$ cat src/design/rtc_pkg.sv
// Shared constants and types for the serial real-time clock core
package rtc_pkg;

	// Register pointer values
	localparam logic [2:0] ADDR_SEC = 3'h0;
	localparam logic [2:0] ADDR_MIN = 3'h1;
	localparam logic [2:0] ADDR_HOUR = 3'h2;
	localparam logic [2:0] ADDR_DOW = 3'h3;
	localparam logic [2:0] ADDR_DATE = 3'h4;
	localparam logic [2:0] ADDR_MON = 3'h5;
	localparam logic [2:0] ADDR_YEAR = 3'h6;
	localparam logic [2:0] ADDR_CTRL = 3'h7;

	// Field positions
	localparam int BIT_FLAG = 7;
	localparam int BIT_CENT = 6;

	// Bus slave address, arbitrary value
	localparam logic [6:0] SLAVE_ADDR = 7'h68;

	// Power-on values of the flag bits
	localparam logic RST_OUT = 1'b1;
	localparam logic RST_FAIL = 1'b1;
	localparam logic RST_HALT = 1'b0;

	// BCD limits
	localparam logic [7:0] SEC_MAX = 8'h59;
	localparam logic [7:0] HOUR_MAX = 8'h23;
	localparam logic [7:0] DOW_MIN = 8'h01;
	localparam logic [7:0] DOW_MAX = 8'h07;
	localparam logic [7:0] DATE_MIN = 8'h01;
	localparam logic [7:0] MON_MIN = 8'h01;
	localparam logic [7:0] MON_MAX = 8'h12;
	localparam logic [7:0] YEAR_MAX = 8'h99;
	localparam logic [7:0] BCD_ZERO = 8'h00;

	// Timing
	localparam int CRYSTAL_HZ = 32768;
	localparam int FREEZE_MS = 250;
	localparam int FREEZE_TICKS = CRYSTAL_HZ * FREEZE_MS / 1000;
	localparam int CLK_PERIOD_NS = 5;
	localparam int OSC_TIMEOUT_US = 125;
	localparam int OSC_TIMEOUT_CYC = OSC_TIMEOUT_US * 1000 / CLK_PERIOD_NS;

	// Calendar in BCD, one byte per field
	typedef struct packed {
		logic [7:0] sec;
		logic [7:0] min;
		logic [7:0] hour;
		logic [7:0] dow;
		logic [7:0] date;
		logic [7:0] mon;
		logic [7:0] year;
	} time_t;

	typedef enum {
		ST_IDLE,
		ST_ADDR,
		ST_WORD,
		ST_WDATA,
		ST_ACK,
		ST_TX,
		ST_MACK
	} bus_state_t;

endpackage : rtc_pkg

$ cat src/design/rtc_core.sv
// Real-time clock core with two-wire register access and oscillator watch
`timescale 1ns/10ps
`default_nettype none

module rtc_core #(
	parameter int TICKS_PER_SEC = rtc_pkg::CRYSTAL_HZ,
	parameter int FREEZE_TICKS = rtc_pkg::FREEZE_TICKS,
	parameter int OSC_TIMEOUT_CYC = rtc_pkg::OSC_TIMEOUT_CYC
) (
	// Clock and reset
	input wire logic clk_sys,
	input wire logic arst_n,
	// Crystal time base
	input wire logic osc_i,
	// Two-wire bus
	input wire logic scl_i,
	input wire logic sda_i,
	output logic sda_o,
	output logic sda_oe,
	// Level output pin
	output logic out_o,
	output logic out_oe
);

	////////////////////////////////////////////////////////////////////////
	// Input synchronisers and glitch filter

	logic [2:0] scl_s_q;
	logic [2:0] sda_s_q;
	logic [2:0] osc_s_q;
	logic scl_f_q;
	logic sda_f_q;
	logic osc_f_q;
	logic scl_f_d;
	logic sda_f_d;
	logic osc_f_d;

	always_ff @(posedge clk_sys or negedge arst_n) begin
		if (!arst_n) begin
			scl_s_q <= 3'h7;
			sda_s_q <= 3'h7;
			osc_s_q <= 3'h0;
			scl_f_q <= 1'b1;
			sda_f_q <= 1'b1;
			osc_f_q <= 1'b0;
		end else begin
			scl_s_q <= {scl_s_q[1:0], scl_i};
			sda_s_q <= {sda_s_q[1:0], sda_i};
			osc_s_q <= {osc_s_q[1:0], osc_i};
			scl_f_q <= scl_f_d;
			sda_f_q <= sda_f_d;
			osc_f_q <= osc_f_d;
		end
	end

	// A level counts only once the second and third stages agree
	assign scl_f_d = (scl_s_q[1] == scl_s_q[2]) ? scl_s_q[2] : scl_f_q;
	assign sda_f_d = (sda_s_q[1] == sda_s_q[2]) ? sda_s_q[2] : sda_f_q;
	assign osc_f_d = (osc_s_q[1] == osc_s_q[2]) ? osc_s_q[2] : osc_f_q;

	logic scl_rise;
	logic scl_fall;
	logic bus_start;
	logic bus_stop;
	logic osc_edge;

	assign scl_rise = scl_f_d & ~scl_f_q;
	assign scl_fall = ~scl_f_d & scl_f_q;
	assign bus_start = scl_f_q & scl_f_d & sda_f_q & ~sda_f_d;
	assign bus_stop = scl_f_q & scl_f_d & ~sda_f_q & sda_f_d;
	assign osc_edge = osc_f_d & ~osc_f_q;

	////////////////////////////////////////////////////////////////////////
	// Flags and state shared by the sections below

	rtc_pkg::time_t live_q;
	rtc_pkg::time_t live_d;
	rtc_pkg::time_t vis_q;
	logic halt_q;
	logic fail_q;
	logic out_q;
	logic cent_en_q;
	logic cent_q;
	logic cent_d;
	logic wr_en_q;
	logic [2:0] wr_addr_q;
	logic [7:0] wr_data_q;
	logic rd_clock_q;
	logic freeze_q;
	logic osc_dead;
	logic osc_tick;
	logic sec_pulse;

	////////////////////////////////////////////////////////////////////////
	// Register read view

	function automatic logic [7:0] rd_byte(input logic [2:0] a,
		input rtc_pkg::time_t v, input logic h, input logic f,
		input logic ce, input logic c, input logic o);
		logic [7:0] r;
		r = 8'h00;
		case (a)
			rtc_pkg::ADDR_SEC: r = {h, v.sec[6:0]};
			rtc_pkg::ADDR_MIN: r = {f, v.min[6:0]};
			rtc_pkg::ADDR_HOUR: r = {ce, c, v.hour[5:0]};
			rtc_pkg::ADDR_DOW: r = {5'h00, v.dow[2:0]};
			rtc_pkg::ADDR_DATE: r = {2'h0, v.date[5:0]};
			rtc_pkg::ADDR_MON: r = {3'h0, v.mon[4:0]};
			rtc_pkg::ADDR_YEAR: r = v.year;
			default: r = {o, 7'h00};
		endcase
		return r;
	endfunction : rd_byte

	////////////////////////////////////////////////////////////////////////
	// Two-wire bus slave

	rtc_pkg::bus_state_t state_q;
	rtc_pkg::bus_state_t after_q;
	logic [3:0] bit_cnt_q;
	logic [7:0] rx_q;
	logic [7:0] tx_q;
	logic [2:0] ptr_q;
	logic read_q;
	logic mack_q;
	logic [7:0] tx_next;
	logic [7:0] tx_cur;
	logic [2:0] ptr_inc;

	localparam int BIT_MSB = rtc_pkg::BIT_FLAG;

	assign ptr_inc = ptr_q + 3'h1;
	assign tx_cur = rd_byte(ptr_q, vis_q, halt_q, fail_q, cent_en_q,
		cent_q, out_q);
	assign tx_next = rd_byte(ptr_inc, vis_q, halt_q, fail_q, cent_en_q,
		cent_q, out_q);

	always_ff @(posedge clk_sys or negedge arst_n) begin
		if (!arst_n) begin
			state_q <= rtc_pkg::ST_IDLE;
			after_q <= rtc_pkg::ST_IDLE;
			bit_cnt_q <= 4'h0;
			rx_q <= 8'h00;
			tx_q <= 8'h00;
			ptr_q <= 3'h0;
			read_q <= 1'b0;
			mack_q <= 1'b0;
			sda_oe <= 1'b0;
			wr_en_q <= 1'b0;
			wr_addr_q <= 3'h0;
			wr_data_q <= 8'h00;
			rd_clock_q <= 1'b0;
		end else begin
			wr_en_q <= 1'b0;
			rd_clock_q <= 1'b0;
			if (bus_start) begin
				state_q <= rtc_pkg::ST_ADDR;
				bit_cnt_q <= 4'h0;
				sda_oe <= 1'b0;
			end else if (bus_stop) begin
				state_q <= rtc_pkg::ST_IDLE;
				sda_oe <= 1'b0;
			end else begin
				case (state_q)
				rtc_pkg::ST_ADDR, rtc_pkg::ST_WORD, rtc_pkg::ST_WDATA: begin
					if (scl_rise && bit_cnt_q != 4'h8) begin
						rx_q <= {rx_q[6:0], sda_f_q};
						bit_cnt_q <= bit_cnt_q + 4'h1;
					end else if (scl_fall && bit_cnt_q == 4'h8) begin
						state_q <= rtc_pkg::ST_ACK;
						sda_oe <= 1'b1;
						after_q <= rtc_pkg::ST_WDATA;
						if (state_q == rtc_pkg::ST_ADDR) begin
							read_q <= rx_q[0];
							after_q <= rx_q[0] ? rtc_pkg::ST_TX
								: rtc_pkg::ST_WORD;
							if (rx_q[7:1] != rtc_pkg::SLAVE_ADDR) begin
								state_q <= rtc_pkg::ST_IDLE;
								sda_oe <= 1'b0;
							end
						end else if (state_q == rtc_pkg::ST_WORD) begin
							ptr_q <= rx_q[2:0];
						end else begin
							wr_en_q <= 1'b1;
							wr_addr_q <= ptr_q;
							wr_data_q <= rx_q;
							ptr_q <= ptr_inc;
						end
					end
				end
				rtc_pkg::ST_ACK: begin
					if (scl_fall) begin
						bit_cnt_q <= 4'h0;
						state_q <= after_q;
						sda_oe <= 1'b0;
						if (after_q == rtc_pkg::ST_TX) begin
							tx_q <= tx_cur;
							sda_oe <= ~tx_cur[BIT_MSB];
							rd_clock_q <= (ptr_q != rtc_pkg::ADDR_CTRL);
						end
					end
				end
				rtc_pkg::ST_TX: begin
					if (scl_fall) begin
						if (bit_cnt_q == 4'h7) begin
							sda_oe <= 1'b0;
							state_q <= rtc_pkg::ST_MACK;
						end else begin
							tx_q <= {tx_q[6:0], 1'b0};
							sda_oe <= ~tx_q[6];
							bit_cnt_q <= bit_cnt_q + 4'h1;
						end
					end
				end
				rtc_pkg::ST_MACK: begin
					if (scl_rise) begin
						mack_q <= ~sda_f_q;
					end else if (scl_fall) begin
						if (mack_q) begin
							ptr_q <= ptr_inc;
							tx_q <= tx_next;
							sda_oe <= ~tx_next[BIT_MSB];
							bit_cnt_q <= 4'h0;
							state_q <= rtc_pkg::ST_TX;
							rd_clock_q <= (ptr_inc != rtc_pkg::ADDR_CTRL);
						end else begin
							state_q <= rtc_pkg::ST_IDLE;
						end
					end
				end
				default: state_q <= rtc_pkg::ST_IDLE;
				endcase
			end
		end
	end

	// The wire is only ever pulled low
	assign sda_o = 1'b0;

	////////////////////////////////////////////////////////////////////////
	// Oscillator watch and one-second prescaler

	logic [15:0] dead_cnt_q;
	logic [15:0] presc_q;

	assign osc_tick = osc_edge & ~halt_q;
	assign osc_dead = dead_cnt_q >= 16'(OSC_TIMEOUT_CYC - 1);
	assign sec_pulse = osc_tick && presc_q == 16'(TICKS_PER_SEC - 1);

	always_ff @(posedge clk_sys or negedge arst_n) begin
		if (!arst_n) begin
			dead_cnt_q <= 16'h0000;
		end else if (osc_edge) begin
			dead_cnt_q <= 16'h0000;
		end else if (!osc_dead) begin
			dead_cnt_q <= dead_cnt_q + 16'h0001;
		end
	end

	// Writing seconds restarts the fraction so the new second is full
	always_ff @(posedge clk_sys or negedge arst_n) begin
		if (!arst_n) begin
			presc_q <= 16'h0000;
		end else if (wr_en_q && wr_addr_q == rtc_pkg::ADDR_SEC) begin
			presc_q <= 16'h0000;
		end else if (sec_pulse) begin
			presc_q <= 16'h0000;
		end else if (osc_tick) begin
			presc_q <= presc_q + 16'h0001;
		end
	end

	////////////////////////////////////////////////////////////////////////
	// Calendar counters

	function automatic logic [8:0] bcd_inc(input logic [7:0] v,
		input logic [7:0] lo, input logic [7:0] hi);
		logic [8:0] r;
		r = 9'h000;
		if (v >= hi) begin
			r = {1'b1, lo};
		end else if (v[3:0] == 4'h9) begin
			r = {1'b0, v[7:4] + 4'h1, 4'h0};
		end else begin
			r = {1'b0, v[7:4], v[3:0] + 4'h1};
		end
		return r;
	endfunction : bcd_inc

	function automatic logic [7:0] month_len(input logic [7:0] m,
		input logic [7:0] y);
		logic [7:0] r;
		logic [6:0] yb;
		yb = 7'(y[7:4]) * 7'h0A + 7'(y[3:0]);
		case (m)
			8'h04, 8'h06, 8'h09, 8'h11: r = 8'h30;
			8'h02: r = (yb[1:0] == 2'h0) ? 8'h29 : 8'h28;
			default: r = 8'h31;
		endcase
		return r;
	endfunction : month_len

	always_comb begin
		logic [8:0] s;
		s = 9'h000;
		live_d = live_q;
		cent_d = cent_q;
		s = bcd_inc(live_q.sec, rtc_pkg::BCD_ZERO, rtc_pkg::SEC_MAX);
		live_d.sec = s[7:0];
		if (s[8]) begin
			s = bcd_inc(live_q.min, rtc_pkg::BCD_ZERO, rtc_pkg::SEC_MAX);
			live_d.min = s[7:0];
			if (s[8]) begin
				s = bcd_inc(live_q.hour, rtc_pkg::BCD_ZERO, rtc_pkg::HOUR_MAX);
				live_d.hour = s[7:0];
				if (s[8]) begin
					s = bcd_inc(live_q.dow, rtc_pkg::DOW_MIN, rtc_pkg::DOW_MAX);
					live_d.dow = s[7:0];
					s = bcd_inc(live_q.date, rtc_pkg::DATE_MIN,
						month_len(live_q.mon, live_q.year));
					live_d.date = s[7:0];
					if (s[8]) begin
						s = bcd_inc(live_q.mon, rtc_pkg::MON_MIN,
							rtc_pkg::MON_MAX);
						live_d.mon = s[7:0];
						if (s[8]) begin
							s = bcd_inc(live_q.year, rtc_pkg::BCD_ZERO,
								rtc_pkg::YEAR_MAX);
							live_d.year = s[7:0];
							if (s[8] && cent_en_q) begin
								cent_d = ~cent_q;
							end
						end
					end
				end
			end
		end
	end

	// Time fields carry no defined power-up value; zero is used here
	always_ff @(posedge clk_sys or negedge arst_n) begin
		if (!arst_n) begin
			live_q <= '0;
			cent_q <= 1'b0;
		end else if (wr_en_q) begin
			case (wr_addr_q)
				rtc_pkg::ADDR_SEC: live_q.sec <= {1'b0, wr_data_q[6:0]};
				rtc_pkg::ADDR_MIN: live_q.min <= {1'b0, wr_data_q[6:0]};
				rtc_pkg::ADDR_HOUR: begin
					live_q.hour <= {2'h0, wr_data_q[5:0]};
					cent_q <= wr_data_q[rtc_pkg::BIT_CENT];
				end
				rtc_pkg::ADDR_DOW: live_q.dow <= {5'h00, wr_data_q[2:0]};
				rtc_pkg::ADDR_DATE: live_q.date <= {2'h0, wr_data_q[5:0]};
				rtc_pkg::ADDR_MON: live_q.mon <= {3'h0, wr_data_q[4:0]};
				rtc_pkg::ADDR_YEAR: live_q.year <= wr_data_q;
				default: live_q <= live_q;
			endcase
		end else if (sec_pulse) begin
			live_q <= live_d;
			cent_q <= cent_d;
		end
	end

	////////////////////////////////////////////////////////////////////////
	// Visible copy held still while a clock register is being read

	logic [15:0] freeze_cnt_q;

	always_ff @(posedge clk_sys or negedge arst_n) begin
		if (!arst_n) begin
			freeze_q <= 1'b0;
			freeze_cnt_q <= 16'h0000;
		end else if (bus_stop ||
			(osc_edge && freeze_cnt_q == 16'(FREEZE_TICKS - 1))) begin
			freeze_q <= 1'b0;
			freeze_cnt_q <= 16'h0000;
		end else if (rd_clock_q && !freeze_q) begin
			freeze_q <= 1'b1;
		end else if (freeze_q && osc_edge) begin
			freeze_cnt_q <= freeze_cnt_q + 16'h0001;
		end
	end

	// Internal time keeps running; only the bus view waits
	always_ff @(posedge clk_sys or negedge arst_n) begin
		if (!arst_n) begin
			vis_q <= '0;
		end else if (!freeze_q || wr_en_q) begin
			vis_q <= live_q;
		end
	end

	////////////////////////////////////////////////////////////////////////
	// Control flags

	always_ff @(posedge clk_sys or negedge arst_n) begin
		if (!arst_n) begin
			halt_q <= rtc_pkg::RST_HALT;
			out_q <= rtc_pkg::RST_OUT;
			cent_en_q <= 1'b0;
		end else if (wr_en_q) begin
			case (wr_addr_q)
				rtc_pkg::ADDR_SEC: halt_q <= wr_data_q[rtc_pkg::BIT_FLAG];
				rtc_pkg::ADDR_HOUR: cent_en_q <= wr_data_q[rtc_pkg::BIT_FLAG];
				rtc_pkg::ADDR_CTRL: out_q <= wr_data_q[rtc_pkg::BIT_FLAG];
				default: out_q <= out_q;
			endcase
		end
	end

	// A stop seen in the clearing cycle still leaves the flag set
	always_ff @(posedge clk_sys or negedge arst_n) begin
		if (!arst_n) begin
			fail_q <= rtc_pkg::RST_FAIL;
		end else if (halt_q || osc_dead) begin
			fail_q <= 1'b1;
		end else if (wr_en_q && wr_addr_q == rtc_pkg::ADDR_MIN &&
			!wr_data_q[rtc_pkg::BIT_FLAG]) begin
			fail_q <= 1'b0;
		end
	end

	// Open drain: enable pulls low, release lets the pull-up win
	assign out_o = 1'b0;
	assign out_oe = ~out_q;

endmodule : rtc_core

`default_nettype wire

$ cat config.mk
export PLATFORM = sky130hd
export DESIGN_NAME = rtc_core
export DESIGN_NICKNAME = d
export VERILOG_FILES = /design/src/design/rtc_pkg.sv /design/src/design/rtc_core.sv
export SDC_FILE = /design/constraint.sdc
export NUM_CORES = 1
export LEC_CHECK = 0
export BUFFER_PORTS_ARGS = -buffer_cell sky130_fd_sc_hd__buf_2
export CAP_MARGIN = 30
export CORE_UTILIZATION = 45
export CTS_CLUSTER_DIAMETER = 80
export DETAILED_ROUTE_END_ITERATION = 16
export GPL_TIMING_DRIVEN = 0
export PLACE_DENSITY_LB_ADDON = 0.3
export SLEW_MARGIN = 20
export SYNTH_ARGS = -nofsm -noshare
export SYNTH_HDL_FRONTEND = slang
export SYNTH_SLANG_ARGS = --single-unit
$ cat constraint.sdc
create_clock -name clk_sys -period 2.8 [get_ports clk_sys]
set_input_delay 0.28 -clock clk_sys [delete_from_list [all_inputs] [get_ports clk_sys]]
set_output_delay 0.28 -clock clk_sys [all_outputs]
set_load 0.005 [all_outputs]
=== Word level (Yosys, flattened, before mapping) ===
Cells that the tools add are included.
W data, S select, Z words.

* Register bits after elaboration: 265
* Bits in latches: 0
* Bits in writable memories: 0
* Memory bits (read-only): 0
* Output and inout port bits: 4
* Logic and storage cells: 403
* Memories kept: 0

* $add $sub $neg: 20
* Multiply operators: 1
* Div/mod/pow operators: 0
* Magnitude comparators: 8
* Equal/unequal tests: 86
* Shifts and indexed selects: 0
* Mux-type cells: 144
* Bitwise logic cells: 25
* Reductions and logical operators: 71

{| class="wikitable"
|+ Operators with widths
! kind !! count
|-
| $mux W32 || 10
|-
| $mux W9 || 21
|-
| $mux W8 || 19
|-
| $mux W16 || 9
|-
| $eq A32 B3 Y1 const B || 4
|-
| $pmux W32 S4 || 1
|-
| $mux W56 || 2
|-
| $pmux W8 S7 || 2
|-
| $eq A32 B2 Y1 const B || 3
|-
| $add A4 B1 Y4 const B || 15
|-
| $mux W7 || 7
|-
| $add A16 B1 Y16 const B || 3
|-
| $mux W48 || 1
|-
| $mux W1 || 44
|-
| $mux W40 || 1
|-
| $mux W3 || 12
|-
| $mux W4 || 9
|-
| $ne A4 B4 Y1 const B || 9
|-
| $eq A32 B1 Y1 const B || 1
|-
| $eq A32 B4 Y1 const B || 1
|-
| $eq A4 B4 Y1 const B || 8
|-
| $eq A3 B3 Y1 const B || 10
|-
| $reduce_and A7 Y1 || 4
|-
| $ne A3 B3 Y1 const B || 9
|-
| 50 further kinds || 150
|}

=== Logic depth before layout (Yosys ltp) ===
* Word-level depth: 32
* Gate-level depth with buffers: 15
* Mapped depth without buffers: 13

=== Worst setup path before layout ===
OpenSTA, ideal clock, no wires.

* Kind: flip-flop to flip-flop
* Start point: register live_q[8] (netlist name)
* End point: register live_q[10] (netlist name)
* Setup time: 83 ps
* Data arrival time: 2837 ps
* Slack: -120 ps
* Stages on the path, launching flop included: 15
* Path buffers: 3
* Cell sequence: dfrtp_1 clkbuf_1 nand2b_1 nor2_1 a32oi_1 o32a_1 ha_1 or4b_1 a21oi_1 o21ai_1 buf_2 o211ai_1 buf_2 o21ai_0 o21ai_0

* Longest elaborated chain between the ends: 13

{| class="wikitable"
|+ Ends and longest elaborated chain
! item !! RTL line !! RTL
|-
| start, declared || rtc_core.sv:76 || <nowiki>rtc_pkg::time_t live_q;</nowiki>
|-
| start signal, assigned || rtc_core.sv:357 || <nowiki>default: live_q <= live_q;</nowiki>
|-
| start signal, assigned || rtc_core.sv:360 || <nowiki>live_q <= live_d;</nowiki>
|-
| $eq A8 B3 Y1 (tied with other cells) || rtc_core.sv:295 || <nowiki>case (m)</nowiki>
|-
| $reduce_or A4 Y1 or $mux W8 (tied branches) || rtc_core.sv:295, rtc_core.sv:282 ||
|-
| $pmux W5 S2 or $mux W9 (tied branches) || rtc_core.sv:295, rtc_core.sv:280 ||
|-
| $mux W8 or $mux W9 (tied branches) || rtc_core.sv:316, rtc_core.sv:322 ||
|-
| $mux W8 or $mux W9 (tied branches) || rtc_core.sv:313, rtc_core.sv:316 ||
|-
| $mux W8 or $mux W9 (tied branches) || rtc_core.sv:310, rtc_core.sv:313 ||
|-
| $ge A8 B8 Y1 or $mux W9 (tied branches) || rtc_core.sv:280, rtc_core.sv:310 ||
|-
| $mux W9 or $mux W16 (tied branches) || rtc_core.sv:280, rtc_core.sv:322 ||
|-
| $mux W9 or $mux W32 (tied branches) || rtc_core.sv:316 || <nowiki>if (s[8]) begin</nowiki>
|-
| $mux W9 or $mux W40 (tied branches) || rtc_core.sv:313 || <nowiki>if (s[8]) begin</nowiki>
|-
| $mux W9 or $mux W48 (tied branches) || rtc_core.sv:310 || <nowiki>if (s[8]) begin</nowiki>
|-
| $reduce_bool A2 Y1 (no source line) or $mux W56 (tied branches) || n/a ||
|-
| $reduce_and A6 Y1 (no source line) or $mux W56 (tied branches) || n/a ||
|}

Parallel ways exist; a longest one is shown, timed or not. The select of a mux whose other input is x is not followed.
A chain may end at the register's enable or synchronous reset.

=== Final worst setup path ===
* Start point: register live_q[12] (netlist name)
* End point: register live_q[7] (netlist name)

* Longest elaborated chain between the ends: 13

{| class="wikitable"
|+ Ends and longest elaborated chain
! item !! RTL line !! RTL
|-
| $eq A8 B3 Y1 (tied with other cells) || rtc_core.sv:295 ||
|-
| $reduce_or A4 Y1 || rtc_core.sv:295 ||
|-
| $pmux W5 S2 || rtc_core.sv:295 ||
|-
| $mux W8 || rtc_core.sv:316 ||
|-
| $mux W8 || rtc_core.sv:313 ||
|-
| $mux W8 || rtc_core.sv:310 ||
|-
| $ge A8 B8 Y1 || rtc_core.sv:280 || <nowiki>if (v >= hi) begin</nowiki>
|-
| $mux W9 || rtc_core.sv:280 ||
|-
| $mux W9 || rtc_core.sv:316 ||
|-
| $mux W9 || rtc_core.sv:313 ||
|-
| $mux W9 || rtc_core.sv:310 ||
|-
| $reduce_bool A2 Y1 (no source line) || n/a ||
|-
| $reduce_and A8 Y1 (no source line) * || n/a ||
|}

Every way passes the cells marked *; elsewhere a longest branch is shown, timed or not. The select of a mux whose other input is x is not followed.

==> summary.txt <==
Clk Latency, worst-skew pair = 0.52 ns
Layout Skew = 0.00825 ns
Fin. max-slew vios = 0
Period Utilization, post-route = 112%
DRT iter0 DRCs = 634
Crit path cell chain = inv_2 -> ha_4 -> nor2b_4 -> a32oi_1 -> o32a_1 -> ha_1 -> or4b_1 -> a21oi_2 -> o21ai_4 -> buf_6 -> buf_4 -> o211a_4 -> a21o_1 -> a2bb2oi_2
WL per Instance = 18.6 um
Fin. Hold Viols = 0
WL met3 = 1490 um
Residual DRC = 0
Area delta synth->final = 14.3%
CP delay by family, top = compound AO/OA/AOI/OAI gates
Placed cell area = 11800 um2
RSZ-0062 raised after global routing = true
First-pass GRT wire length = 45900 um
Crit Path Max Fanout = 6
Post-synthesis cell type count = 91
Initial antenna violation count = 0
Fmax = 0.320 GHz
Vias post-DR = 8914
Critical path class = reg -> reg
WL met2 = 12700 um
GRT overflow = 0
Layout cells sized above 1 = 18.6%
Clk sink count = 207
Die area = 25700 um2
Final Critical Period = 3.13 ns
Most frequent cells after synthesis = dfrtp_1 (197), nor2_1 (106), nand2_1 (87)
CTS clk-pin slew, worst paths = 0.06 ns
Ratio of total power to cell area = 565 nW/um2
CP endpoint kind = flop
Flop2flop setup slack = -0.33 ns
Ant diodes = 0
Vias per std cell = 5.85
Leading area contributor after synthesis = dfrtp_1
Initial Util = 46.2%
Crit path largest cell delay = 0.48 ns
Vias in the first global route = 8557
Initial DRT Pass Iterations = 6
IO Count = 9
Failing checks = negative setup slack
Count leader, synth = dfrtp_1
Tot GR Track Use = 22.2%
Layout Nets = 1224
CP startpoint kind = flop
Syn avg cell area = 9.99 um2
Worst hold path class = in -> async
Most used DFF post-synth = dfrtp_1
Async SR Flop Fraction = 100%
Slowest cell on crit path = or4b_1
Buf+Inv Stages, Crit Path = 3
Post-route met1 wirelength = 13300 um
Power Total = 7.30 mW
Cells after Synth = 1131
Die Width = 160 um
DP Wirelength = 19700 um
Final setup viols = 24
Post-route ant nets = 0
Worst Tran Pin Value = 0.914 ns
Slew Limit Headroom = 38.9%
Clock root cell = clkbuf_16
Num CTS Buffers = 25
Clk buf depth = 3
CP Data Arrival Time = 3.57 ns
VDD IR max = 0.507 mV
Status = complete, but fails checks
Number of max-cap violations = 0
Mapped Area = 11300 um2
Worst setup slack after placement = -0.542 ns
Routed WL = 28300 um
Final GP Congestion = 0.926
CTS tree = yes
Area of the core = 24500 um2
Design area = 12900 um2
FP Rows = 57
Largest net degree at the start of global routing = 74
Seq/Total Area, Yosys = 46.0%
Top routing layer used = met4
Post-synth top area share = 43.6%
Synthesized flop and latch total = 207
Top cells by area, synth = dfrtp_1 (44%), mux2_2 (7.8%), ha_1 (4.1%)
Die H = 160 um
Min setup slack post-route = -0.328 ns
CTS H-Tree Depth = 1
Post-synth EDFFs = 0
Worst Path Required = 3.25 ns
Yosys warning count = 0
PortBufs = 6
Cell leakage power = 5.80 nW
-- timing repair --
item | in CTS | in global routing
hold buffers | 4 | 0
gates cloned | 1 | 0
endpoints found under the hold margin | 67 | 0
pin swaps | 11 | 5
setup buffers | 11 | 3
setup endpoints to repair | 34 | 28
gates resized for setup | 33 | 10
-- worst register-to-register path: stages, from the launching register on --
cell and delay [ns]:
dfrtp_2 0.44, inv_2 0.09, ha_4 0.13, nor2b_4 0.14, a32oi_1 0.09, o32a_1 0.35, ha_1 0.28, or4b_1 0.48
a21oi_2 0.20, o21ai_4 0.09, buf_6 0.18, buf_4 0.13, o211a_4 0.16, a21o_1 0.19, a2bb2oi_2 0.11
-- per-layer routing --
layer	global-route usage (%)	up-vias
met3	2.97	48
met2	34.8	209
met4	6.88	0
li1	-	4226
met1	31.7	4431
met5	0	-
-- cell type report --
type | count | area, um2
Clock inverter | 12 | 148
Timing Repair Buffer | 27 | 251
Fill cell | 2218 | 11500
Inverter | 46 | 173
Clock buffer | 33 | 686
Buffer | 55 | 270
Sequential cell | 207 | 5200
Tap cell | 324 | 405
Multi-Input combinational cell | 820 | 5790
-- registers in the layout, indices dropped and copies added (netlist names), 4 cells and up --
| name | count |
|---|---|
| presc_q | 16 |
| live_q | 56 |
| wr_data_q | 8 |
| tx_q | 7 |
| rx_q | 8 |
| vis_q | 42 |
| dead_cnt_q | 16 |
| bit_cnt_q | 4 |
| freeze_cnt_q | 16 |
-- placed cells by master, fill, tap and decap left out, types with 10 or more instances in the layout --
| master | n |
|---|---|
| a22oi_1 | 12 |
| mux2i_1 | 11 |
| nand3_1 | 31 |
| xor2_1 | 16 |
| o21ai_1 | 12 |
| clkbuf_1 | 29 |
| ha_1 | 34 |
| buf_4 | 18 |
| dfrtp_1 | 194 |
| mux2_2 | 78 |
| o21ai_0 | 48 |
| nand4_1 | 15 |
| dfstp_2 | 10 |
| a21oi_1 | 79 |
| buf_1 | 10 |
| nand2b_1 | 13 |
| nand2_1 | 87 |
| o32a_1 | 10 |
| nor2_1 | 103 |
| nor3_1 | 13 |
| and3_1 | 12 |
| o22ai_1 | 13 |
| xnor2_1 | 22 |
| buf_2 | 16 |
| clkbuf_16 | 25 |
| inv_1 | 43 |
-- cells by family (layout without fill, tap and decap cells) --
kind of cell | after synthesis | after routing | synth area share (%)
buffers and inverters | 105 | 173 | 3.93
xor gates and xnor gates | 38 | 38 | 2.95
DFF | 207 | 207 | 46.0
and+or+nand+nor | 362 | 362 | 16.8
adders and majority gates | 39 | 39 | 4.27
muxes | 93 | 93 | 9.15
AOI/OAI and AO/OA | 286 | 286 | 16.9
other | 1 | 2 | 0.0332
-- per-stage QoR --
step                instances  util (%)  hold slack, ns  setup TNS (ns)
global route             1524      52.8           0.331           -8.23
CTS                      1523      52.6           0.318           -5.06
finish                   1524      52.8           0.291           -5.54
detailed placement       1465      48.4           0.269          -13.16
floorplan                1132         -         -0.0156         -0.0220
global placement         1462      48.1           0.342         -439.66
-- power breakdown --
group,internal (mW),switching [mW],leakage (nW)
clock,2.00,1.28,0.406
combinational,0.293,0.446,2.58
sequential,3.15,0.138,2.82
-- worst paths after layout --
path                                  from         end  cells after the start
min in group clk_sys            osc_s_q[0]  osc_s_q[1]                      0
max in group asynchronous           arst_n  sda_s_q[2]                      4
worst max register to register  live_q[12]   live_q[7]                     14
worst min register to register  osc_s_q[0]  osc_s_q[1]                      0
worst max-delay path            live_q[12]   live_q[7]                     14
worst min-delay path                arst_n  presc_q[8]                      2
(Power assumes the default switching activity.)
